`src/hw/fsw_pkg.sv`:
```
// constants, types and state layout of the fail-safe watchdog unit
// Summary of operation
// RULE1: watchdog is a 15-bit up-counter.
// RULE2: count rate is oscillator divided by 12 or by 384, selectable.
// RULE3: at 16 MHz the timeout spans about 192 us to 0.79 s.
// RULE4: software programs only the top seven counter bits; low bits not loadable.
// RULE5: counting starts on the software start bit or the hardware start pin.
// RULE6: a running watchdog cannot be stopped by software in active mode.
// RULE7: overflow without refresh raises an internal reset.
// RULE8: a valid refresh copies the reload value into the top seven bits.
// RULE9: software refreshes by arm bit then start bit, in back-to-back instructions.
// RULE10: a readable flag tells watchdog reset from external reset.
// RULE11: counter holds its value in idle and power-down modes.
// RULE12: slow main oscillator selects the RC clock and holds reset.
// RULE13: once main is faster again, hold reset about 0.5 ms, then release.
// RULE14: after hardware power-down, supervisor restarts exactly as when monitoring.
// RULE15: after power-on, reset runs from the RC clock before main starts.
// RULE16: arm without start in the next instruction is void: no reload, disarm.
package fsw_pkg;
    localparam int WDT_WIDTH = 15;
    localparam int RELOAD_WIDTH = 7;
    localparam int LOW_WIDTH = WDT_WIDTH - RELOAD_WIDTH;
    localparam logic [WDT_WIDTH-1:0] WDT_MAX = 15'h7fff;
    localparam logic [WDT_WIDTH-1:0] WDT_RESET_VAL = 15'h0000;
    localparam int DIV_FAST = 12;
    localparam int DIV_SLOW = 384;
    localparam logic [3:0] FAST_LAST = 4'(DIV_FAST - 1);
    localparam logic [4:0] SLOW_LAST = 5'(DIV_SLOW / DIV_FAST - 1);
    localparam int CLK_PERIOD_NS = 40;
    localparam int STAB_TIME_US = 500;
    localparam int STAB_CYCLES = (STAB_TIME_US * 1000) / CLK_PERIOD_NS;
    localparam logic [3:0] RC_WINDOW = 4'h8;
    localparam logic [7:0] MAIN_SAT = 8'hff;
    // lane positions of the synchronised pin inputs
    localparam int LN_START = 0;
    localparam int LN_MAIN = 1;
    localparam int LN_RC = 2;
    localparam int LN_PD = 3;
    localparam logic [3:0] SYNC_RESET_VAL = 4'h9;

    typedef enum logic [2:0] {
        FSW_OSV_POR = 3'b000,
        FSW_OSV_FAIL = 3'b001,
        FSW_OSV_STAB = 3'b010,
        FSW_OSV_RUN = 3'b011,
        FSW_OSV_PD = 3'b100
    } fsw_osv_t;

    typedef struct packed {
        logic [WDT_WIDTH-1:0] cnt;
        logic running;
        logic armed;
        logic [3:0] pre_lo;
        logic [4:0] pre_hi;
        logic status;
        logic wdt_rst;
        logic [3:0] s1;
        logic [3:0] s2;
        logic [3:0] s3;
        logic [3:0] filt;
        fsw_osv_t osv;
        logic [7:0] main_cnt;
        logic [3:0] rc_cnt;
        logic [15:0] stab_cnt;
    } fsw_state_t;
endpackage

```
`src/hw/fsw_watchdog_unit.sv`:
```
// programmable watchdog counter and oscillator supervisor
`timescale 1ns/1ps
`default_nettype none
module fsw_watchdog_unit
    import fsw_pkg::*;
#(
    parameter int STAB_CNT = STAB_CYCLES
)
(
    input wire logic clk_i,
    input wire logic rst_n_i,
    input wire logic instr_i,
    input wire logic refresh_arm_bit_i,
    input wire logic watchdog_start_bit_i,
    input wire logic [RELOAD_WIDTH-1:0] watchdog_reload_value_i,
    input wire logic rate_slow_i,
    input wire logic idle_i,
    input wire logic pd_i,
    input wire logic ext_reset_i,
    input wire logic hw_watchdog_start_pin_n_i,
    input wire logic main_osc_i,
    input wire logic rc_osc_i,
    input wire logic hw_pd_n_i,
    output logic [WDT_WIDTH-1:0] wdt_count_o,
    output logic wdt_running_o,
    output logic wdt_reset_o,
    output logic watchdog_reset_status_flag_o,
    output logic osc_reset_o,
    output logic clk_sel_rc_o
);
    fsw_state_t s;
    fsw_state_t next_s;
    logic [3:0] new_filt;
    logic [3:0] rise;
    logic hold;
    logic tick_fast;
    logic tick;
    logic ovf;
    logic reload;
    logic start_req;
    logic win_end;
    logic win_fail;

    // pin qualification and the watchdog count path
    always_comb
    begin
        next_s = s;
        next_s.s1 = {hw_pd_n_i, rc_osc_i, main_osc_i, hw_watchdog_start_pin_n_i};
        next_s.s2 = s.s1;
        next_s.s3 = s.s2;
        // a lane moves only when stages two and three agree
        for (int i = 0; i < 4; i++)
        begin
            new_filt[i] = (s.s2[i] == s.s3[i]) ? s.s3[i] : s.filt[i];
        end
        rise = new_filt & ~s.filt;
        next_s.filt = new_filt;
        hold = idle_i | pd_i | ~s.filt[LN_PD]; // RULE11
        tick_fast = !hold && (s.pre_lo == FAST_LAST); // RULE2
        tick = rate_slow_i ? (tick_fast && s.pre_hi == SLOW_LAST) : tick_fast; // RULE2 RULE3
        reload = instr_i && s.armed && watchdog_start_bit_i; // RULE9
        // a refresh in the overflow cycle wins, so no reset pulse follows it
        ovf = s.running && tick && (s.cnt == WDT_MAX) && !reload; // RULE7
        start_req = (instr_i && watchdog_start_bit_i) || !s.filt[LN_START]; // RULE5
        next_s.wdt_rst = ovf; // RULE7
        // prescaler runs only while the counter may count
        if (s.running && !hold)
        begin
            next_s.pre_lo = (s.pre_lo == FAST_LAST) ? 4'h0 : s.pre_lo + 4'h1;
            if (tick_fast)
            begin
                next_s.pre_hi = (s.pre_hi == SLOW_LAST) ? 5'h00 : s.pre_hi + 5'h01;
            end
        end
        if (reload)
        begin
            // only the top bits take the reload value
            next_s.cnt = {watchdog_reload_value_i, {LOW_WIDTH{1'b0}}}; // RULE8 RULE4
        end
        else if (ovf)
        begin
            next_s.cnt = WDT_RESET_VAL;
        end
        else if (s.running && tick)
        begin
            next_s.cnt = s.cnt + 15'h0001; // RULE1
        end
        // no software path clears running; only the overflow reset does
        if (ovf)
        begin
            next_s.running = 1'b0; // RULE6
        end
        else if (start_req)
        begin
            next_s.running = 1'b1; // RULE5
        end
        // arm is valid for exactly the next instruction
        if (instr_i)
        begin
            next_s.armed = refresh_arm_bit_i && !s.armed; // RULE16
        end
        // watchdog cause flag, setting wins over clearing
        if (ovf)
        begin
            next_s.status = 1'b1; // RULE10
        end
        else if (ext_reset_i)
        begin
            next_s.status = 1'b0; // RULE10
        end
        // oscillator comparison window and supervisor sequence
        win_end = rise[LN_RC] && (s.rc_cnt == RC_WINDOW - 4'h1);
        win_fail = (s.main_cnt < {4'h0, RC_WINDOW}); // RULE12
        next_s.osv = s.osv;
        next_s.stab_cnt = s.stab_cnt;
        next_s.main_cnt = s.main_cnt;
        next_s.rc_cnt = s.rc_cnt;
        if (rise[LN_RC])
        begin
            next_s.rc_cnt = win_end ? 4'h0 : s.rc_cnt + 4'h1;
        end
        if (win_end)
        begin
            next_s.main_cnt = {7'h00, rise[LN_MAIN]};
        end
        else if (rise[LN_MAIN] && s.main_cnt != MAIN_SAT)
        begin
            next_s.main_cnt = s.main_cnt + 8'h01;
        end
        case (s.osv)
            FSW_OSV_POR, FSW_OSV_FAIL:
            begin
                next_s.stab_cnt = 16'h0000;
                if (win_end && !win_fail)
                begin
                    next_s.osv = FSW_OSV_STAB; // RULE13
                end
            end
            FSW_OSV_STAB:
            begin
                next_s.stab_cnt = s.stab_cnt + 16'h0001;
                if (win_end && win_fail)
                begin
                    next_s.osv = FSW_OSV_FAIL; // RULE12
                end
                else if (s.stab_cnt == 16'(STAB_CNT - 1))
                begin
                    next_s.osv = FSW_OSV_RUN; // RULE13
                end
            end
            FSW_OSV_RUN:
            begin
                if (win_end && win_fail)
                begin
                    next_s.osv = FSW_OSV_FAIL; // RULE12
                end
            end
            FSW_OSV_PD:
            begin
                if (new_filt[LN_PD])
                begin
                    next_s.osv = FSW_OSV_FAIL; // RULE14
                end
            end
            default:
            begin
                next_s.osv = FSW_OSV_FAIL;
            end
        endcase
        // hardware power-down overrides any monitoring state
        if (!new_filt[LN_PD])
        begin
            next_s.osv = FSW_OSV_PD; // RULE14
        end
    end

    // state register; power-on starts on the rc clock in reset
    always_ff @(posedge clk_i or negedge rst_n_i)
    begin
        if (!rst_n_i)
        begin
            s <= '0;
            s.s1 <= SYNC_RESET_VAL;
            s.s2 <= SYNC_RESET_VAL;
            s.s3 <= SYNC_RESET_VAL;
            s.filt <= SYNC_RESET_VAL;
            s.osv <= FSW_OSV_POR; // RULE15
        end
        else
        begin
            s <= next_s;
        end
    end

    // outputs straight from state
    assign wdt_count_o = s.cnt;
    assign wdt_running_o = s.running;
    assign wdt_reset_o = s.wdt_rst;
    assign watchdog_reset_status_flag_o = s.status;
    assign osc_reset_o = (s.osv != FSW_OSV_RUN); // RULE12 RULE13 RULE15
    assign clk_sel_rc_o = (s.osv == FSW_OSV_POR) || (s.osv == FSW_OSV_FAIL); // RULE12 RULE15
endmodule
`default_nettype wire

```
`config.mk`:
```
export PLATFORM = sky130hd
export DESIGN_NAME = fsw_watchdog_unit
export DESIGN_NICKNAME = d
export VERILOG_FILES = /design/src/hw/fsw_pkg.sv /design/src/hw/fsw_watchdog_unit.sv
export SDC_FILE = /design/constraint.sdc
export NUM_CORES = 1
export LEC_CHECK = 0
export BUFFER_PORTS_ARGS = -buffer_cell sky130_fd_sc_hd__buf_2
export CAP_MARGIN = 15
export CORE_ASPECT_RATIO = 0.9
export CORE_UTILIZATION = 35
export DETAILED_ROUTE_END_ITERATION = 6
export GPL_TIMING_DRIVEN = 0
export SYNTH_ARGS = -nofsm -noshare
export SYNTH_HDL_FRONTEND = slang
export SYNTH_SLANG_ARGS = --single-unit
export TNS_END_PERCENT = 5
```
`constraint.sdc`:
```
create_clock -name clk_i -period 5.5 [get_ports clk_i]
set_clock_uncertainty 0.2 [all_clocks]
set_input_delay 0.275 -clock clk_i [delete_from_list [all_inputs] [get_ports clk_i]]
set_output_delay 0.275 -clock clk_i [all_outputs]
set_load 0.02 [all_outputs]
```
# Word level (Yosys, flattened, before mapping)
# Cells that the tools add are included.
[op_classes] n_lt_le_gt_ge=1 bitwise_logic=5 n_reduce_logical=30 mux=24 addsub=6 n_eq_ne=17
[ops] cell="$mux 15" count=3
[ops] cell="$pmux 16 s2" count=1
[ops] cell="$add 16x1->16 const B" count=1
[ops] cell="$eq 16x14->1 const B" count=1
[ops] cell="$mux 8" count=2
[ops] cell="$add 15x1->15 const B" count=1
[ops] cell="$eq 15x15->1 const B" count=1
[ops] cell="$mux 3" count=5
[ops] cell="$logic_and 1x1->1" count=14
[ops] cell="$mux 1" count=9
[ops] cell="$pmux 3 s3" count=1
[ops] cell="$add 4x1->4 const B" count=2
[ops] cell="$add 8x1->8 const B" count=1
[ops] cell="$lt 8x4->1 const B" count=1
[ops] cell="$mux 4" count=2
[ops] cell="$ne 8x8->1 const B" count=1
[ops] cell="$reduce_bool 2->1" count=4
[ops] cell="$eq 3x2->1 const B" count=2
[ops] cell="$ne 3x3->1 const B" count=2
[ops] cell="$add 5x1->5 const B" count=1
[ops] cell="$eq 5x5->1 const B" count=1
[ops] cell="$logic_not 1->1" count=5
[ops] cell="$mux 5" count=1
[ops] cell="$eq 1x1->1" count=4
[ops] cell="15 further kinds" count=17
[totals] out_inout_bits=20 inputBits=20 word_cells=98 regBits=75

# Depth between registers and ports, before layout
[logic_depth] ltp_word=11 depth_mapped=9 mapped_depth_nobuf=7

# Least setup slack after synthesis
# Ideal clock, no wire load.
[synth_path] path_kind="reg2reg" start="reg s[49] (netlist bit)" end="reg s (netlist bit wdt_count_o[14])" slack_ps=3089 stages_incl_launch_ff=9 t_required_ps=5218 period_less_slack_ps=2411 path_buffers=1 setup_time_ps=82 arrival_ps=2129 path_cell_list="dfrtp_1 ha_1 and3_1 ha_1 and2b_4 or3_4 buf_6 or4_1 a31oi_1"
[synth_between] elab_chain_cells=8 elab_cells_between_ends=9 cone_classes="eq/ne: 1; mux: 3; reduce/logical: 5"
[synth_lines] item="start, declared" line="fsw_watchdog_unit.sv:31" text="fsw_state_t s;"
[synth_lines] item="start signal, assigned" line="fsw_watchdog_unit.sv:191" text="s <= next_s;"
[synth_lines] item="$eq 5x5->1 *" line="fsw_watchdog_unit.sv:60" text="tick = rate_slow_i ? (tick_fast && s.pre_hi == SLOW_LAST) : tick_fast;"
[synth_lines] item="$logic_and 1x1->1 *" line="fsw_watchdog_unit.sv:60"
[synth_lines] item="$mux 1 *" line="fsw_watchdog_unit.sv:60"
[synth_lines] item="$logic_and 1x1->1 *" line="fsw_watchdog_unit.sv:63, fsw_watchdog_unit.sv:84"
[synth_lines] item="$logic_and 1x1->1 (2 in series)" line="fsw_watchdog_unit.sv:63" text="ovf = s.running && tick && (s.cnt == WDT_MAX) && !reload;"
[synth_lines] item="$mux 15" line="fsw_watchdog_unit.sv:80" text="else if (ovf)"
[synth_lines] item="$mux 15" line="fsw_watchdog_unit.sv:75" text="if (reload)"
# Every way passes the cells marked *; elsewhere a longest branch is shown, timed or not.
# A chain may end at the register's enable or synchronous reset.

# Worst setup path after layout
# Ends and elaborated chain as after synthesis.

==> impl_metrics.env <==
export IMPL_viasPerCell=5.20
export IMPL_synth_compound_area_share_pct=11.0
export IMPL_drtPass1Iterations=6
export IMPL_utilization_pct=43.9
export IMPL_drv_cap=0
export IMPL_yosys_area_share_simple_pct=25.0
export IMPL_dieArea_sq_mm=0.0112
export IMPL_crit_family="simple AND/OR/NAND/NOR gates"
export IMPL_ios=40
export IMPL_p_leak_nw=1.99
export IMPL_slew_viol_final=0
export IMPL_cpPeakStageDelay_ns=0.47
export IMPL_synth_top_cell_by_area="dfrtp_1"
export IMPL_synth_area_leaders="dfrtp_1 45%, dfstp_2 5.6%, nand2_1 3.9%"
export IMPL_grtUsageMet3_pct=3.56
export IMPL_rows=35
export IMPL_yosys_cell_types_count=54
export IMPL_cts_clk_slew_worst_paths_ns=0.06
export IMPL_antennaDiodeCount=0
export IMPL_synth_top_family_by_area="simple AND/OR/NAND/NOR gates"
export IMPL_ant_nets=0
export IMPL_place_inst=548
export IMPL_grt_overflow_total=0
export IMPL_drive_above_1_share_pct=20.8
export IMPL_critPathLaunchType="flip-flop"
export IMPL_worstHoldPathCells=3
export IMPL_netlist_area_sq_mm=0.00376
export IMPL_crit_type="reg2reg"
export IMPL_synth_top_area_share_pct=44.6
export IMPL_worst_slew_pin_slew_ns=0.888
export IMPL_hold_violations=0
export IMPL_grt_busiest_layer="met2"
export IMPL_synth_area_mux_share_pct=3.60
export IMPL_ctsResizeCount=0
export IMPL_cp_depth=8
export IMPL_core_area_sq_mm=0.0103
export IMPL_synth_seq_cells=75
export IMPL_irDropWorstVdd_v=0.000188
export IMPL_cts_sinks=75
export IMPL_crit_top_cell="ha_1"
export IMPL_yosysSeqAreaShare_pct=50.2
export IMPL_cts_buffers=9
export IMPL_synth_edf_count=0
export IMPL_multi_input_area_sq_mm=0.00168
export IMPL_grt_use_total_pct=15.0
export IMPL_cp_data_required_time_ns=5.55
export IMPL_synth_flop_cell="dfrtp_1"
export IMPL_outcome="finished, violations left"
export IMPL_async_flop_share_pct=100
export IMPL_crit_fanout=10
export IMPL_drc=2
export IMPL_met1_usage_pct=20.7
export IMPL_htreeDepth=3
export IMPL_die_x_microns=111
export IMPL_fin_cells=572
export IMPL_violations="design-rule violations"
export IMPL_synthXorXnorAreaFrac_pct=1.63
export IMPL_max_freq_mhz=385
export IMPL_first_iter_violations=127
export IMPL_setup_viol=0
export IMPL_layout_common_cells="67 x dfrtp_1, 39 x nand2_1, 39 x buf_2"
export IMPL_cts_root_buf="clkbuf_16"
export IMPL_min_path_type="in2reg"
export IMPL_period_share_pct=47.3
export IMPL_gp_congestion=0.854
export IMPL_die_y_microns=100
export IMPL_nFillCells=993
export IMPL_syn_nets=406
export IMPL_period_needed_ns=2.60
export IMPL_fin_setup_tns_ns=0
export IMPL_synth_cells=379
export IMPL_max_slew_margin_pct=40.0
export IMPL_final_common_cell="dfrtp_1"
export IMPL_clk_latency_ns=0.33
export IMPL_vias=2975
export IMPL_crit_arrival_ns=2.65
export IMPL_grt_pass1_wl_mm=13.2
export IMPL_clk_path_buf_depth=2
export IMPL_grt_pass1_vias=2722
export IMPL_synth_fa_ha_area_share_pct=3.40
export IMPL_critical_path_slowest_cell="or4_1"
export IMPL_dpl_hpwl_mm=5.43
export IMPL_area_delta_synth_final_pct=20.7
export IMPL_wl_per_cell_microns=13.5
export IMPL_path_cells="ha_1 > and3_1 > ha_1 > and2b_4 > or3_4 > buf_6 > or4_1 > a31oi_1"
export IMPL_drt_total_wl_mm=7.73
export IMPL_regArea_sq_mm=0.00189
export IMPL_cp_num_buf_inv=1
export IMPL_rr_worst_depth=8
export IMPL_antenna_found_initial=0
export IMPL_nets=465
export IMPL_rsz0062_at_grt="false"
export IMPL_grt_max_degree=48
export IMPL_cts_tree="done"
export IMPL_yosys_warnings=0
export IMPL_port_buffers=39
export IMPL_p_per_area_mw_per_mm2=350
export IMPL_start_util_pct=36.4
export IMPL_met2_usage_pct=22.9
export IMPL_end_kind="flip-flop"
export IMPL_syn_avg_cell_area_sq_um=9.91
## flip-flops by register name (all words and copies together) (netlist names), named ones only
signal and cells:
s 48, wdt_count_o 15, next_s 8, watchdog_reset_status_flag_o 1
wdt_reset_o 1, wdt_running_o 1
## power breakdown
group | switching, W | leakage [nW] | internal (W)
clock | 0.000221 | 0.147 | 0.000398
combinational | 0.000125 | 0.896 | 0.000123
sequential | 0.0000878 | 0.949 | 0.000631
## through the flow
stage / hold WS [ns] / setup WS (ns) / power [W] / instance area [sq um]
2_1_floorplan: -0.221 / 3.09 / 0.000890 / 3760
3_3_place_gp: 0.136 / 2.93 / 0.000960 / 4110
3_5_place_dp: 0.0343 / 2.91 / 0.000975 / 4140
4_1_cts: 0.00534 / 2.89 / 0.00161 / 4540
5_1_grt: 0.0237 / 2.76 / 0.00167 / 4540
6_report: 0.0125 / 2.90 / 0.00159 / 4540
## final timing paths
path	from	slack, ns	endpoint
worst min-delay path	watchdog_reload_value_i[0]	0.01	wdt_count_o[8]
worst max-delay path	s[49]	2.90	wdt_count_o[14]
worst min register to register	next_s[39]	0.16	next_s[35]
min in group asynchronous	rst_n_i	0.21	next_s[36]
max in group asynchronous	rst_n_i	4.27	async pin
worst max register to register	s[49]	2.90	wdt_count_o[14]
## tightest hold or removal path, delay by kind of cell
kind / cells / cell delay [ns]
buffers and inverters: 1 / 0.09
AND/OR/NAND/NOR: 1 / 0.09
AO/OA/AOI/OAI: 1 / 0.05
## layout make-up
| type | instances | area share, % |
|---|---|---|
| buffer | 28 | 3.75 |
| tap | 129 | 3.56 |
| sequential | 75 | 41.6 |
| clock inverter | 4 | 1.68 |
| timing repair buffer | 48 | 6.73 |
| multi-input combinational | 270 | 37.0 |
| inverter | 6 | 0.496 |
| clock buffer | 12 | 5.21 |
## cells by family (layout without fill, tap and decap cells)
group,count (synthesis),count (layout)
AO/OA/AOI/OAI,69,69
XOR/XNOR,7,7
adder cells (fa/ha/maj),11,11
multiplexers,13,13
AND/OR/NAND/NOR,170,170
flip-flops,75,75
buffers and inverters,34,98
## synthesized netlist by cell type (all sizes together) (8+ instances only)
cell,number
nand3,20
nor2,27
nor3,11
mux2i,9
and3,9
clkbuf,11
o21ai,27
nand2,39
dfstp,8
a21oi,15
buf,17
nand4,17
dfrtp,67
## metal layers
metal / share of wire [%] / up-vias
met2: 47 / 44
met4: 1.1 / 0
met5: 0 / -
li1: - / 1499
met3: 3.6 / 8
met1: 49 / 1424
## what timing repair did
action / CTS / global route
setup buffers: 0 / 0
hold buffers: 8 / 0
endpoints found under the hold margin: 34 / 0
No activity file was read; power rests on OpenSTA's default activity.
